--- src/shared/bp_pkg.sv ---
package bp_pkg;

  // ----------------------------------------------------------------
  // Sizes
  // ----------------------------------------------------------------
  localparam int NUM_BP = 4;
  localparam int ADDR_W = 64;
  localparam int DATA_W = 32;
  localparam int REG_AW = 8;
  localparam int BYTES_W = 4;
  localparam int NUM_EVT = 2;

  // ----------------------------------------------------------------
  // Register offsets
  // ----------------------------------------------------------------
  localparam logic [REG_AW-1:0] OFS_ADDR_BASE = 8'h00;
  localparam logic [REG_AW-1:0] OFS_ADDR_STEP = 8'h08;
  localparam logic [REG_AW-1:0] OFS_ADDR_HI = 8'h04;
  localparam logic [REG_AW-1:0] OFS_CTRL = 8'h20;
  localparam logic [REG_AW-1:0] OFS_STAT = 8'h24;
  localparam logic [REG_AW-1:0] OFS_MODE = 8'h28;
  localparam logic [REG_AW-1:0] OFS_EVT_STAT = 8'h2c;
  localparam logic [REG_AW-1:0] OFS_EVT_CLR = 8'h30;
  localparam logic [REG_AW-1:0] OFS_EVT_EN = 8'h34;

  // ----------------------------------------------------------------
  // Control register layout
  // ----------------------------------------------------------------
  localparam int CTRL_LOC_POS = 0;
  localparam int CTRL_GLB_POS = 1;
  localparam int CTRL_EN_STEP = 2;
  localparam int CTRL_TYPE_POS = 16;
  localparam int CTRL_LEN_POS = 18;
  localparam int CTRL_FIELD_STEP = 4;
  localparam logic [DATA_W-1:0] CTRL_WMASK = 32'hffff00ff;
  localparam logic [DATA_W-1:0] CTRL_RESET = 32'h00000000;
  localparam logic [ADDR_W-1:0] ADDR_RESET = 64'h0;

  // ----------------------------------------------------------------
  // Mode register bits
  // ----------------------------------------------------------------
  localparam int MODE_DE_BIT = 0;
  localparam int MODE_LM_BIT = 1;

  // ----------------------------------------------------------------
  // Event bits
  // ----------------------------------------------------------------
  localparam int EVT_BREAK = 0;
  localparam int EVT_TASKSW = 1;

  // ----------------------------------------------------------------
  // Field encodings
  // ----------------------------------------------------------------
  localparam logic [1:0] TYPE_EXEC = 2'h0;
  localparam logic [1:0] TYPE_WRITE = 2'h1;
  localparam logic [1:0] TYPE_IO = 2'h2;
  localparam logic [1:0] TYPE_RW = 2'h3;
  localparam logic [1:0] LEN_1 = 2'h0;
  localparam logic [1:0] LEN_2 = 2'h1;
  localparam logic [1:0] LEN_8 = 2'h2;
  localparam logic [1:0] LEN_4 = 2'h3;
  localparam logic [ADDR_W-1:0] MASK_1 = 64'h0;
  localparam logic [ADDR_W-1:0] MASK_2 = 64'h1;
  localparam logic [ADDR_W-1:0] MASK_4 = 64'h3;
  localparam logic [ADDR_W-1:0] MASK_8 = 64'h7;

  typedef enum logic [2:0] {
    ACC_EXEC,
    ACC_MEM_READ,
    ACC_MEM_WRITE,
    ACC_IO_READ,
    ACC_IO_WRITE
  } acc_kind_t;

endpackage
--- src/rtl/bp_comparator.sv ---
`timescale 1ns/1ps
module bp_comparator import bp_pkg::*; (
  input wire logic enabled,
  input wire logic [ADDR_W-1:0] bpAddr,
  input wire logic [1:0] accessType,
  input wire logic [1:0] matchLength,
  input wire logic debugExtEn,
  input wire logic longMode,
  input wire logic accValid,
  input acc_kind_t accKind,
  input wire logic [ADDR_W-1:0] accAddr,
  input wire logic [BYTES_W-1:0] accBytes,
  output logic hit
);

  logic kindOk;
  logic lenOk;
  logic [ADDR_W-1:0] mask;
  logic [ADDR_W-1:0] rangeLo;
  logic [ADDR_W-1:0] rangeHi;
  logic [ADDR_W:0] accHi;
  logic overlap;

  always_comb begin
    kindOk = 1'h0;
    unique case (accessType)
      TYPE_EXEC: kindOk = (accKind == ACC_EXEC);
      TYPE_WRITE: kindOk = (accKind == ACC_MEM_WRITE);
      TYPE_IO: kindOk = debugExtEn &&
        (accKind == ACC_IO_READ || accKind == ACC_IO_WRITE);
      TYPE_RW: kindOk = (accKind == ACC_MEM_READ ||
        accKind == ACC_MEM_WRITE);
    endcase
    lenOk = 1'h1;
    mask = MASK_1;
    unique case (matchLength)
      LEN_1: mask = MASK_1;
      LEN_2: mask = MASK_2;
      LEN_4: mask = MASK_4;
      LEN_8: begin
        mask = MASK_8;
        lenOk = longMode;
      end
    endcase
    rangeLo = bpAddr & ~mask;
    rangeHi = rangeLo | mask;
    accHi = {1'h0, accAddr} + {{(ADDR_W+1-BYTES_W){1'h0}}, accBytes}
      - {{ADDR_W{1'h0}}, 1'h1};
    overlap = (accBytes != '0) && (accAddr <= rangeHi) &&
      (accHi >= {1'h0, rangeLo});
    hit = enabled && accValid && kindOk && lenOk && overlap;
  end

endmodule

--- src/rtl/bp_event_irq.sv ---
`timescale 1ns/1ps
module bp_event_irq import bp_pkg::*; (
  input wire logic clk,
  input wire logic rst_n,
  input wire logic [NUM_EVT-1:0] evtPulse,
  input wire logic clrWr,
  input wire logic enWr,
  input wire logic [NUM_EVT-1:0] wrData,
  output logic [NUM_EVT-1:0] evtStatus,
  output logic [NUM_EVT-1:0] evtEnable,
  output logic irq
);

  typedef struct packed {
    logic [NUM_EVT-1:0] status;
    logic [NUM_EVT-1:0] enable;
    logic irq;
  } evt_state_t;

  evt_state_t s_r;
  evt_state_t s_nxt;

  // ----------------------------------------------------------------
  // Sticky status, set wins over clear
  // ----------------------------------------------------------------
  always_comb begin
    s_nxt = s_r;
    if (clrWr) begin
      s_nxt.status = s_r.status & ~wrData;
    end
    s_nxt.status = s_nxt.status | evtPulse;
    if (enWr) begin
      s_nxt.enable = wrData;
    end
    s_nxt.irq = |(s_nxt.status & s_nxt.enable);
  end

  always_ff @(posedge clk or negedge rst_n) begin
    if (!rst_n) begin
      s_r <= '0;
    end else begin
      s_r <= s_nxt;
    end
  end

  assign evtStatus = s_r.status;
  assign evtEnable = s_r.enable;
  assign irq = s_r.irq;

endmodule

--- src/rtl/breakpoint_address_match.sv ---
// Contract
// - Each address register holds the breakpoint's virtual address.
// - A breakpoint matches only with its local or global enable set.
// - Task switch clears every local enable.
// - Global enables are never cleared by hardware.
// - Matches are qualified by access type and debug extensions enable.
// - Length field masks low address bits out of the compare.
// - Any accessed byte inside the range gives a match.
// - Type 00 exec, 01 write, 11 read/write, 10 I/O if enabled.
// - Length 00 one, 01 two, 11 four, 10 eight bytes long mode.
// - On a debug exception the matching hit flags are set.
// - Execution hits raise before, data and I/O hits after.
`timescale 1ns/1ps
module breakpoint_address_match import bp_pkg::*; (
  input wire logic clk,
  input wire logic rst_n,
  input wire logic [REG_AW-1:0] regAddr,
  input wire logic [DATA_W-1:0] regWrData,
  input wire logic regWr,
  input wire logic regRd,
  output logic [DATA_W-1:0] regRdData,
  input wire logic accValid,
  input acc_kind_t accKind,
  input wire logic [ADDR_W-1:0] accAddr,
  input wire logic [BYTES_W-1:0] accBytes,
  input wire logic taskSwitch,
  output logic dbgExcReq,
  output logic dbgExcBefore,
  output logic [NUM_BP-1:0] dbgExcHits,
  output logic irq
);

  typedef struct packed {
    logic [NUM_BP-1:0][ADDR_W-1:0] bpAddr;
    logic [DATA_W-1:0] ctrl;
    logic [NUM_BP-1:0] hitFlag;
    logic debugExtEn;
    logic longMode;
    logic [DATA_W-1:0] rdData;
    logic excReq;
    logic excBefore;
    logic [NUM_BP-1:0] excHits;
  } main_state_t;

  main_state_t s_r;
  main_state_t s_nxt;

  logic [NUM_BP-1:0] hitVec;
  logic [NUM_EVT-1:0] evtPulse;
  logic [NUM_EVT-1:0] evtStatus;
  logic [NUM_EVT-1:0] evtEnable;
  logic evtClrWr;
  logic evtEnWr;
  logic irqInt;

  // ----------------------------------------------------------------
  // Decoding helpers
  // ----------------------------------------------------------------
  function automatic logic [REG_AW-1:0] addrOfs(input int idx,
                                                input logic hi);
    logic [REG_AW-1:0] base;
    base = OFS_ADDR_BASE + REG_AW'(idx) * OFS_ADDR_STEP;
    addrOfs = hi ? (base + OFS_ADDR_HI) : base;
  endfunction

  function automatic logic [1:0] ctrlField(input logic [DATA_W-1:0] c,
                                           input int idx,
                                           input int pos);
    ctrlField = c[pos + CTRL_FIELD_STEP * idx +: 2];
  endfunction

  function automatic logic bpEnabled(input logic [DATA_W-1:0] c,
                                     input int idx);
    bpEnabled = c[CTRL_LOC_POS + CTRL_EN_STEP * idx] |
      c[CTRL_GLB_POS + CTRL_EN_STEP * idx];
  endfunction

  // ----------------------------------------------------------------
  // Comparators
  // ----------------------------------------------------------------
  // Parallel comparators
  for (genvar g = 0; g < NUM_BP; g++) begin : gen_cmp
    bp_comparator u_cmp (
      .enabled(bpEnabled(s_r.ctrl, g)),
      .bpAddr(s_r.bpAddr[g]),
      .accessType(ctrlField(s_r.ctrl, g, CTRL_TYPE_POS)),
      .matchLength(ctrlField(s_r.ctrl, g, CTRL_LEN_POS)),
      .debugExtEn(s_r.debugExtEn),
      .longMode(s_r.longMode),
      .accValid(accValid),
      .accKind(accKind),
      .accAddr(accAddr),
      .accBytes(accBytes),
      .hit(hitVec[g])
    );
  end

  // ----------------------------------------------------------------
  // Event and interrupt block
  // ----------------------------------------------------------------
  always_comb begin
    evtPulse = '0;
    evtPulse[EVT_BREAK] = |hitVec;
    evtPulse[EVT_TASKSW] = taskSwitch;
    evtClrWr = regWr && (regAddr == OFS_EVT_CLR);
    evtEnWr = regWr && (regAddr == OFS_EVT_EN);
  end

  bp_event_irq u_evt (
    .clk(clk),
    .rst_n(rst_n),
    .evtPulse(evtPulse),
    .clrWr(evtClrWr),
    .enWr(evtEnWr),
    .wrData(regWrData[NUM_EVT-1:0]),
    .evtStatus(evtStatus),
    .evtEnable(evtEnable),
    .irq(irqInt)
  );

  // ----------------------------------------------------------------
  // Next state
  // ----------------------------------------------------------------
  always_comb begin
    s_nxt = s_r;

    // Address register writes
    for (int i = 0; i < NUM_BP; i++) begin
      if (regWr && regAddr == addrOfs(i, 1'h0)) begin
        s_nxt.bpAddr[i][DATA_W-1:0] = regWrData;
      end
      if (regWr && regAddr == addrOfs(i, 1'h1)) begin
        s_nxt.bpAddr[i][ADDR_W-1:DATA_W] = regWrData;
      end
    end

    // Control and mode writes
    if (regWr && regAddr == OFS_CTRL) begin
      s_nxt.ctrl = regWrData & CTRL_WMASK;
    end
    if (regWr && regAddr == OFS_MODE) begin
      s_nxt.debugExtEn = regWrData[MODE_DE_BIT];
      s_nxt.longMode = regWrData[MODE_LM_BIT];
    end

    if (taskSwitch) begin
      for (int i = 0; i < NUM_BP; i++) begin
        s_nxt.ctrl[CTRL_LOC_POS + CTRL_EN_STEP * i] = 1'h0;
      end
    end

    // Status write, hardware set wins
    if (regWr && regAddr == OFS_STAT) begin
      s_nxt.hitFlag = regWrData[NUM_BP-1:0];
    end
    s_nxt.hitFlag = s_nxt.hitFlag | hitVec;

    s_nxt.excReq = |hitVec;
    s_nxt.excHits = hitVec;
    s_nxt.excBefore = (|hitVec) && (accKind == ACC_EXEC);

    // Read data, valid the cycle after the strobe
    s_nxt.rdData = '0;
    if (regRd) begin
      for (int i = 0; i < NUM_BP; i++) begin
        if (regAddr == addrOfs(i, 1'h0)) begin
          s_nxt.rdData = s_r.bpAddr[i][DATA_W-1:0];
        end
        if (regAddr == addrOfs(i, 1'h1)) begin
          s_nxt.rdData = s_r.bpAddr[i][ADDR_W-1:DATA_W];
        end
      end
      if (regAddr == OFS_CTRL) begin
        s_nxt.rdData = s_r.ctrl;
      end
      if (regAddr == OFS_STAT) begin
        s_nxt.rdData[NUM_BP-1:0] = s_r.hitFlag;
      end
      if (regAddr == OFS_MODE) begin
        s_nxt.rdData[MODE_DE_BIT] = s_r.debugExtEn;
        s_nxt.rdData[MODE_LM_BIT] = s_r.longMode;
      end
      if (regAddr == OFS_EVT_STAT) begin
        s_nxt.rdData[NUM_EVT-1:0] = evtStatus;
      end
      if (regAddr == OFS_EVT_EN) begin
        s_nxt.rdData[NUM_EVT-1:0] = evtEnable;
      end
    end
  end

  // ----------------------------------------------------------------
  // State register
  // ----------------------------------------------------------------
  always_ff @(posedge clk or negedge rst_n) begin
    if (!rst_n) begin
      s_r <= '0;
      s_r.ctrl <= CTRL_RESET;
      for (int i = 0; i < NUM_BP; i++) begin
        s_r.bpAddr[i] <= ADDR_RESET;
      end
    end else begin
      s_r <= s_nxt;
    end
  end

  // ----------------------------------------------------------------
  // Outputs
  // ----------------------------------------------------------------
  assign regRdData = s_r.rdData;
  assign dbgExcReq = s_r.excReq;
  assign dbgExcBefore = s_r.excBefore;
  assign dbgExcHits = s_r.excHits;
  assign irq = irqInt;

endmodule

--- config.mk ---
export PLATFORM = sky130hd
export DESIGN_NAME = breakpoint_address_match
export DESIGN_NICKNAME = d
export VERILOG_FILES = /design/src/shared/bp_pkg.sv /design/src/rtl/bp_comparator.sv /design/src/rtl/bp_event_irq.sv /design/src/rtl/breakpoint_address_match.sv
export SDC_FILE = /design/constraint.sdc
export NUM_CORES = 1
export LEC_CHECK = 0
export BUFFER_PORTS_ARGS = -buffer_cell sky130_fd_sc_hd__buf_2
export CAP_MARGIN = 10
export CORE_ASPECT_RATIO = 0.75
export CORE_MARGIN = 2
export CORE_UTILIZATION = 30
export DETAILED_ROUTE_END_ITERATION = 6
export SLEW_MARGIN = 20
export SYNTH_ARGS = -nofsm -noshare
export SYNTH_HDL_FRONTEND = slang
export SYNTH_SLANG_ARGS = --single-unit
--- constraint.sdc ---
create_clock -name clk -period 3.2 [get_ports clk]
set_input_delay 0.8 -clock clk [delete_from_list [all_inputs] [get_ports clk]]
set_output_delay 0.8 -clock clk [all_outputs]
set_load 0.02 [all_outputs]
==> results.sh, run 1 <==
export IMPL_place_area_um2=39300
export IMPL_totalWireLength_um=144000
export IMPL_max_slew_margin_pct=40.4
export IMPL_rrSetupSlack_ns=-0.68
export IMPL_start_util_pct=30.4
export IMPL_cp_common_cell="buf_4"
export IMPL_vdd_drop_max_uv=272
export IMPL_synth_cell_types=83
export IMPL_clk_pin_slew_worst_paths_ns=0.06
export IMPL_drcViolationCount=0
export IMPL_first_iter_violations=3347
export IMPL_worstPathArrival_ns=6.31
export IMPL_cts_buffers=40
export IMPL_hold_viol=0
export IMPL_critPathCaptureType="register"
export IMPL_grt_pass1_wl_um=206000
export IMPL_hpwlAfterDp_um=121000
export IMPL_synth_nets=3936
export IMPL_required_ns=3.66
export IMPL_p_sw_w=0.00619
export IMPL_max_freq_mhz=171
export IMPL_synth_edf_count=0
export IMPL_clock_sinks=329
export IMPL_critPathMaxStageDelay_ns=0.40
export IMPL_gp_congestion=1.06
export IMPL_fin_util_pct=42.2
export IMPL_port_buffers=155
export IMPL_seq_power_share_pct=26.3
export IMPL_skew_ns=0.0351
export IMPL_gr_total_overflow=0
export IMPL_async_flop_share_pct=100
export IMPL_area_growth_pct=39.1
export IMPL_p_sw_share_pct=36.2
export IMPL_ys_flop_type="dfrtp_1"
export IMPL_die_area_um2=103000
export IMPL_netlist_area_leader_share_pct=27.3
export IMPL_cts_tree="done"
export IMPL_wire_per_inst_um=25.8
export IMPL_pwr_share_clk_pct=30.0
export IMPL_drt_pass1_iterations=5
export IMPL_yosysWarnings=0
export IMPL_num_rows=100
export IMPL_die_w_um=370
export IMPL_pre_cts_ws_ns=-3.85
export IMPL_post_route_min_period_ns=5.85
export IMPL_clkLatencyLatePin_ns=0.60
export IMPL_critPathBufInv=10
export IMPL_synthTopCellsByCount="ha_1 (579), inv_1 (360), dfrtp_1 (329)"
export IMPL_final_area_um2=42000
export IMPL_layout_nets=4929
export IMPL_intPower_w=0.0109
export IMPL_grt_pass1_vias=29523
export IMPL_slowest_stage="a2111oi_4"
export IMPL_synthCells=3239
export IMPL_vias_per_cell=5.45
export IMPL_slew_violations=0
export IMPL_avgSynthCellArea_um2=9.32
export IMPL_grt_total_usage_pct=27.4
export IMPL_synth_area_um2=30200
export IMPL_setup_slack_ns=-2.65
export IMPL_setup_viol=12
export IMPL_p_leak_nw=20.2
export IMPL_synth_seq_cells=329
export IMPL_grt_max_degree=64
export IMPL_yosysSeqAreaShare_pct=27.3
export IMPL_path_max_fanout=3
export IMPL_die_h_um=279
export IMPL_yosys_area_top_type="dfrtp_1"
export IMPL_cts_max_path_buffers=3
export IMPL_rsz0062_at_grt="true"
export IMPL_synthTopCellsByArea="dfrtp_1 (27%), ha_1 (24%), mux2_2 (10%)"
export IMPL_maxCapViolations=0
export IMPL_boundaryPins=156
export IMPL_violations="negative setup slack"
export IMPL_tightestPinTransition_ns=0.887
export IMPL_critPathLaunchType="input port"
export IMPL_antenna_left=0
export IMPL_drive_gt1_share_pct=37.4
export IMPL_yosysMostFrequentCell="ha_1"
export IMPL_pwr_share_comb_pct=43.7
export IMPL_hold_slack_ns=0.167
export IMPL_antenna_found_initial=6
export IMPL_pwr_density_cell_nw_per_um2=407
export IMPL_cts_root_buffer="clkbuf_16"
export IMPL_critPathKind="in2reg"
export IMPL_min_period_over_period_pct=183
export IMPL_cp_top_family="compound AO/OA/AOI/OAI gates"
export IMPL_status="finished, violations left"
export IMPL_hp_class="in2async"
export IMPL_core_area_um2=99500
export IMPL_vias=30451
export IMPL_htreeDepth=2
export IMPL_final_setup_tns_ns=-29.93
==> cells in the final DEF (no fill, tap or decap), types with 133 or more instances in the layout <==
master   instances
a21o_1         136
inv_1          348
nand4_1        136
dfrtp_1        329
nand2_1        133
mux2_2         280
buf_4          876
a21oi_1        239
ha_1           556
buf_2          149
==> power groups by stage <==
stage / registers, W / logic [W] / clock network [W]
5_1_grt: 0.00451 / 0.00809 / 0.00533
6_report: 0.00449 / 0.00747 / 0.00513
4_1_cts: 0.00448 / 0.00703 / 0.00516
2_1_floorplan: 0.00451 / 0.00320 / 0
3_3_place_gp: 0.00455 / 0.00664 / 0
3_5_place_dp: 0.00456 / 0.00671 / 0
==> worst paths after layout <==
check	end	cells past startpoint	start
min in group clk	s_r[46]$_DFFE_PN0P_	2	taskSwitch
max in group asynchronous	s_r[83]$_DFFE_PN0P_	2	rst_n
max reg2reg	u_evt.evtStatus[0]$_DFF_PN0_	15	s_r[287]$_DFFE_PN0P_
min	s_r[285]$_DFFE_PN0P_	1	rst_n
max	u_evt.evtStatus[0]$_DFF_PN0_	31	accAddr[1]
min reg2reg	u_evt.evtStatus[1]$_DFF_PN0_	1	u_evt.evtStatus[1]$_DFF_PN0_
==> registers in the layout (all words and copies together) (netlist names) <==
signal,cells
dbgExcBefore,1
dbgExcHits,4
dbgExcReq,1
regRdData,32
s_r,286
u_evt.evtEnable,2
u_evt.evtStatus,2
u_evt.irq,1
==> timing repair <==
action	in CTS	in global routing
hold endpoints to repair	0	0
pin swaps	70	55
hold buffers	0	0
buffers inserted	19	17
resized for setup	108	71
gates cloned	0	0
setup endpoints to repair	12	12
==> stage by stage <==
step	total power, W	cells
detailed placement	0.0113	5486
CTS	0.0167	5573
global route	0.0179	5585
global placement	0.0112	5486
floorplan	0.00771	3239
finish	0.0171	5586
==> cells by family (layout without fill, tap and decap cells) <==
group,after synthesis,in the layout,share of synthesized area [%]
AO/OA/AOI/OAI,866,866,19.0
XOR/XNOR,61,61,1.79
adder cells (fa/ha/maj),580,580,24.1
buffers and inverters,483,1503,6.46
flip-flops,329,329,27.3
multiplexers,281,281,10.5
other,0,1,0
AND/OR/NAND/NOR,639,639,10.9
==> layer usage <==
| metal | track usage [%] | vias to the layer above | wire [um] |
|---|---|---|---|
| li1 | - | 13993 | - |
| met3 | 6.60 | 194 | 15200 |
| met4 | 7.04 | 10 | 3960 |
| met2 | 39.5 | 1310 | 58900 |
| met5 | 0 | - | 57 |
| met1 | 40.4 | 14944 | 65900 |
==> cell type report <==
cell class	count	area, um^2
diodes	1	2.50
clock buffers	55	1160
clock inverters	14	267
fillers	9739	57500
inverters	361	1390
multi-input cells	2427	21200
flip-flops and latches	329	8230
well taps	1326	1660
repair buffers	1073	8080
==> worst reg2reg max path, delay by kind of cell (launching register included) <==
kind | cells | cell delay, ns
AO/OA/AOI/OAI | 4 | 0.71
buffers and inverters | 4 | 0.70
AND/OR/NAND/NOR | 6 | 1.60
adder cells (fa/ha/maj) | 1 | 0.31
flip-flops | 1 | 0.42
Note: power is estimated with default switching activity, not from simulation.
==> run 2, diff against run 1 <==
--- a/config.mk
+++ b/config.mk
@@ -15,3 +15,4 @@
 export SYNTH_ARGS = -nofsm -noshare
 export SYNTH_HDL_FRONTEND = slang
 export SYNTH_SLANG_ARGS = --single-unit
+export TNS_END_PERCENT = 5
==> results.sh, run 2 (synthesis gave the netlist of run 1 again) <==
export IMPL_final_setup_tns_ns=-31.48
export IMPL_cts_tree="done"
export IMPL_grt_pass1_wl_um=207000
export IMPL_cts_root_buffer="clkbuf_16"
export IMPL_hold_viol=0
export IMPL_r2r_cells=14
export IMPL_max_slew_margin_pct=36.9
export IMPL_seq_power_share_pct=26.9
export IMPL_timing_rr_start="s_r[101]$_DFFE_PN0P_"
export IMPL_place_area_um2=39400
export IMPL_first_iter_violations=3325
export IMPL_clkLatencyLatePin_ns=0.61
export IMPL_port_buffers=155
export IMPL_grt_total_usage_pct=27.7
export IMPL_multiInputGateArea_um2=20500
export IMPL_layout_nets=4914
export IMPL_drive_gt1_share_pct=35.3
export IMPL_clock_sinks=329
export IMPL_min_period_over_period_pct=186
export IMPL_die_h_um=279
export IMPL_path_max_fanout=5
export IMPL_drcViolationCount=0
export IMPL_p_leak_nw=20.0
export IMPL_antenna_left=0
export IMPL_pre_cts_ws_ns=-3.85
export IMPL_slew_violations=0
export IMPL_crit_start="accAddr[3]"
export IMPL_rr_endpoint="dbgExcBefore$_DFF_PN0_"
export IMPL_pwr_share_comb_pct=42.9
export IMPL_vias=30291
export IMPL_grt_pass1_vias=29303
export IMPL_antenna_found_initial=9
export IMPL_pwr_density_cell_nw_per_um2=404
export IMPL_start_util_pct=30.4
export IMPL_hpwlAfterDp_um=124000
export IMPL_core_area_um2=99500
export IMPL_pwr_share_clk_pct=30.2
export IMPL_grt_max_degree=78
export IMPL_vias_per_cell=5.44
export IMPL_gr_total_overflow=0
export IMPL_largest_reg_flops=286
export IMPL_max_freq_mhz=168
export IMPL_p_sw_share_pct=36.8
export IMPL_final_cell_mix="buf_4 (872), ha_1 (572), inv_1 (351)"
export IMPL_rsz0062_at_grt="true"
export IMPL_seqCellArea_um2=8230
export IMPL_critPathCaptureType="register"
export IMPL_intPower_w=0.0105
export IMPL_setup_slack_ns=-2.74
export IMPL_gp_congestion=1.04
export IMPL_cts_max_path_buffers=3
export IMPL_vdd_drop_max_uv=323
export IMPL_wire_per_inst_um=26.1
export IMPL_critPathKind="in2reg"
export IMPL_post_route_min_period_ns=5.94
export IMPL_rrSetupSlack_ns=-0.62
export IMPL_hp_class="in2async"
export IMPL_tightestPinTransition_ns=0.937
export IMPL_cts_buffers=39
export IMPL_status="finished, violations left"
export IMPL_skew_ns=0.0305
export IMPL_final_common_cell="buf_4"
export IMPL_worstPathArrival_ns=6.44
export IMPL_report_power_total_w=0.0166
export IMPL_area_growth_pct=36.2
export IMPL_fin_util_pct=41.4
export IMPL_p_sw_w=0.00613
export IMPL_antenna_cells=0
export IMPL_crit_end="s_r[41]$_DFF_PN0_"
export IMPL_maxCapViolations=0
export IMPL_drt_pass1_iterations=5
export IMPL_clk_pin_slew_worst_paths_ns=0.06
export IMPL_required_ns=3.70
export IMPL_totalWireLength_um=146000
export IMPL_final_area_um2=41100
export IMPL_htreeDepth=2
export IMPL_boundaryPins=156
export IMPL_violations="negative setup slack"
export IMPL_critPathLaunchType="input port"
export IMPL_die_area_um2=103000
export IMPL_top_register="s_r"
export IMPL_fill_cells=9884
export IMPL_setup_viol=12
export IMPL_die_w_um=370
export IMPL_num_rows=100
## run 2: worst max-delay path, cell delays in order
cell and delay, ns:
buf_2 0.10, inv_2 0.04, ha_4 0.25, inv_2 0.03
ha_4 0.27, o211ai_1 0.12, o211ai_2 0.25, a41oi_4 0.15
buf_12 0.18, o211ai_4 0.25, a311oi_4 0.15, o41a_4 0.50
o311a_4 0.36, o31ai_4 0.25, a31oi_1 0.14, xnor2_1 0.32
buf_4 0.20, ha_1 0.25, a21o_1 0.20, a21oi_2 0.11
nor2b_1 0.07, a2111oi_4 0.26, o211ai_1 0.17, a21oi_1 0.14
a221o_1 0.27, a32oi_4 0.17, buf_4 0.17, a211o_1 0.23
## run 2: how the worst min path moves through the flow
stage                                      start                      endpoint  slack (ns)  depth (start not counted)
global placement               s_r[40]$_DFF_PN0_             s_r[40]$_DFF_PN0_        0.48                          1
detailed placement             s_r[43]$_DFF_PN0_             s_r[43]$_DFF_PN0_        0.48                          1
global route                               rst_n          s_r[115]$_DFFE_PN0P_        0.17                          1
floorplan           u_evt.evtStatus[0]$_DFF_PN0_  u_evt.evtStatus[0]$_DFF_PN0_        0.46                          2
CTS                                        rst_n          s_r[115]$_DFFE_PN0P_        0.15                          1
finish                                     rst_n          s_r[115]$_DFFE_PN0P_        0.14                          1
## run 2: through the flow
stage               cells  hold slack (ns)
floorplan            3239            0.458
global placement     5498            0.478
detailed placement   5498            0.479
CTS                  5570            0.146
global route         5572            0.173
finish               5572            0.145
## run 2: cell type report
cell class	count	area share [%]
Multi-Input combinational cell	2427	49.8
Sequential cell	329	20.0
Timing Repair Buffer	1059	19.4
Tap cell	1326	4.03
Inverter	361	3.32
Clock buffer	49	2.63
Clock inverter	21	0.782
## run 2: power groups by stage
stage          registers [W]  clock network [W]  logic, W
3_5_place_dp         0.00455                  0   0.00682
5_1_grt              0.00450            0.00523   0.00773
3_3_place_gp         0.00454                  0   0.00679
4_1_cts              0.00447            0.00506   0.00691
2_1_floorplan        0.00451                  0   0.00319
6_report             0.00448            0.00503   0.00713
## run 2: layer usage
layer | track usage [%] | vias to the layer above | wire length [um]
met5 | 0 | - | 0
met3 | 6.06 | 158 | 13800
met2 | 39.5 | 1268 | 58600
met4 | 6.44 | 0 | 3500
li1 | - | 13963 | -
met1 | 41.7 | 14902 | 69600
## run 2: repair_timing
action                                  CTS  global route
pin swaps                                16             9
cloned                                    0             0
gates resized for setup                  19            18
setup buffers                             2             2
endpoints found under the setup margin   12            12
hold buffers                              0             0
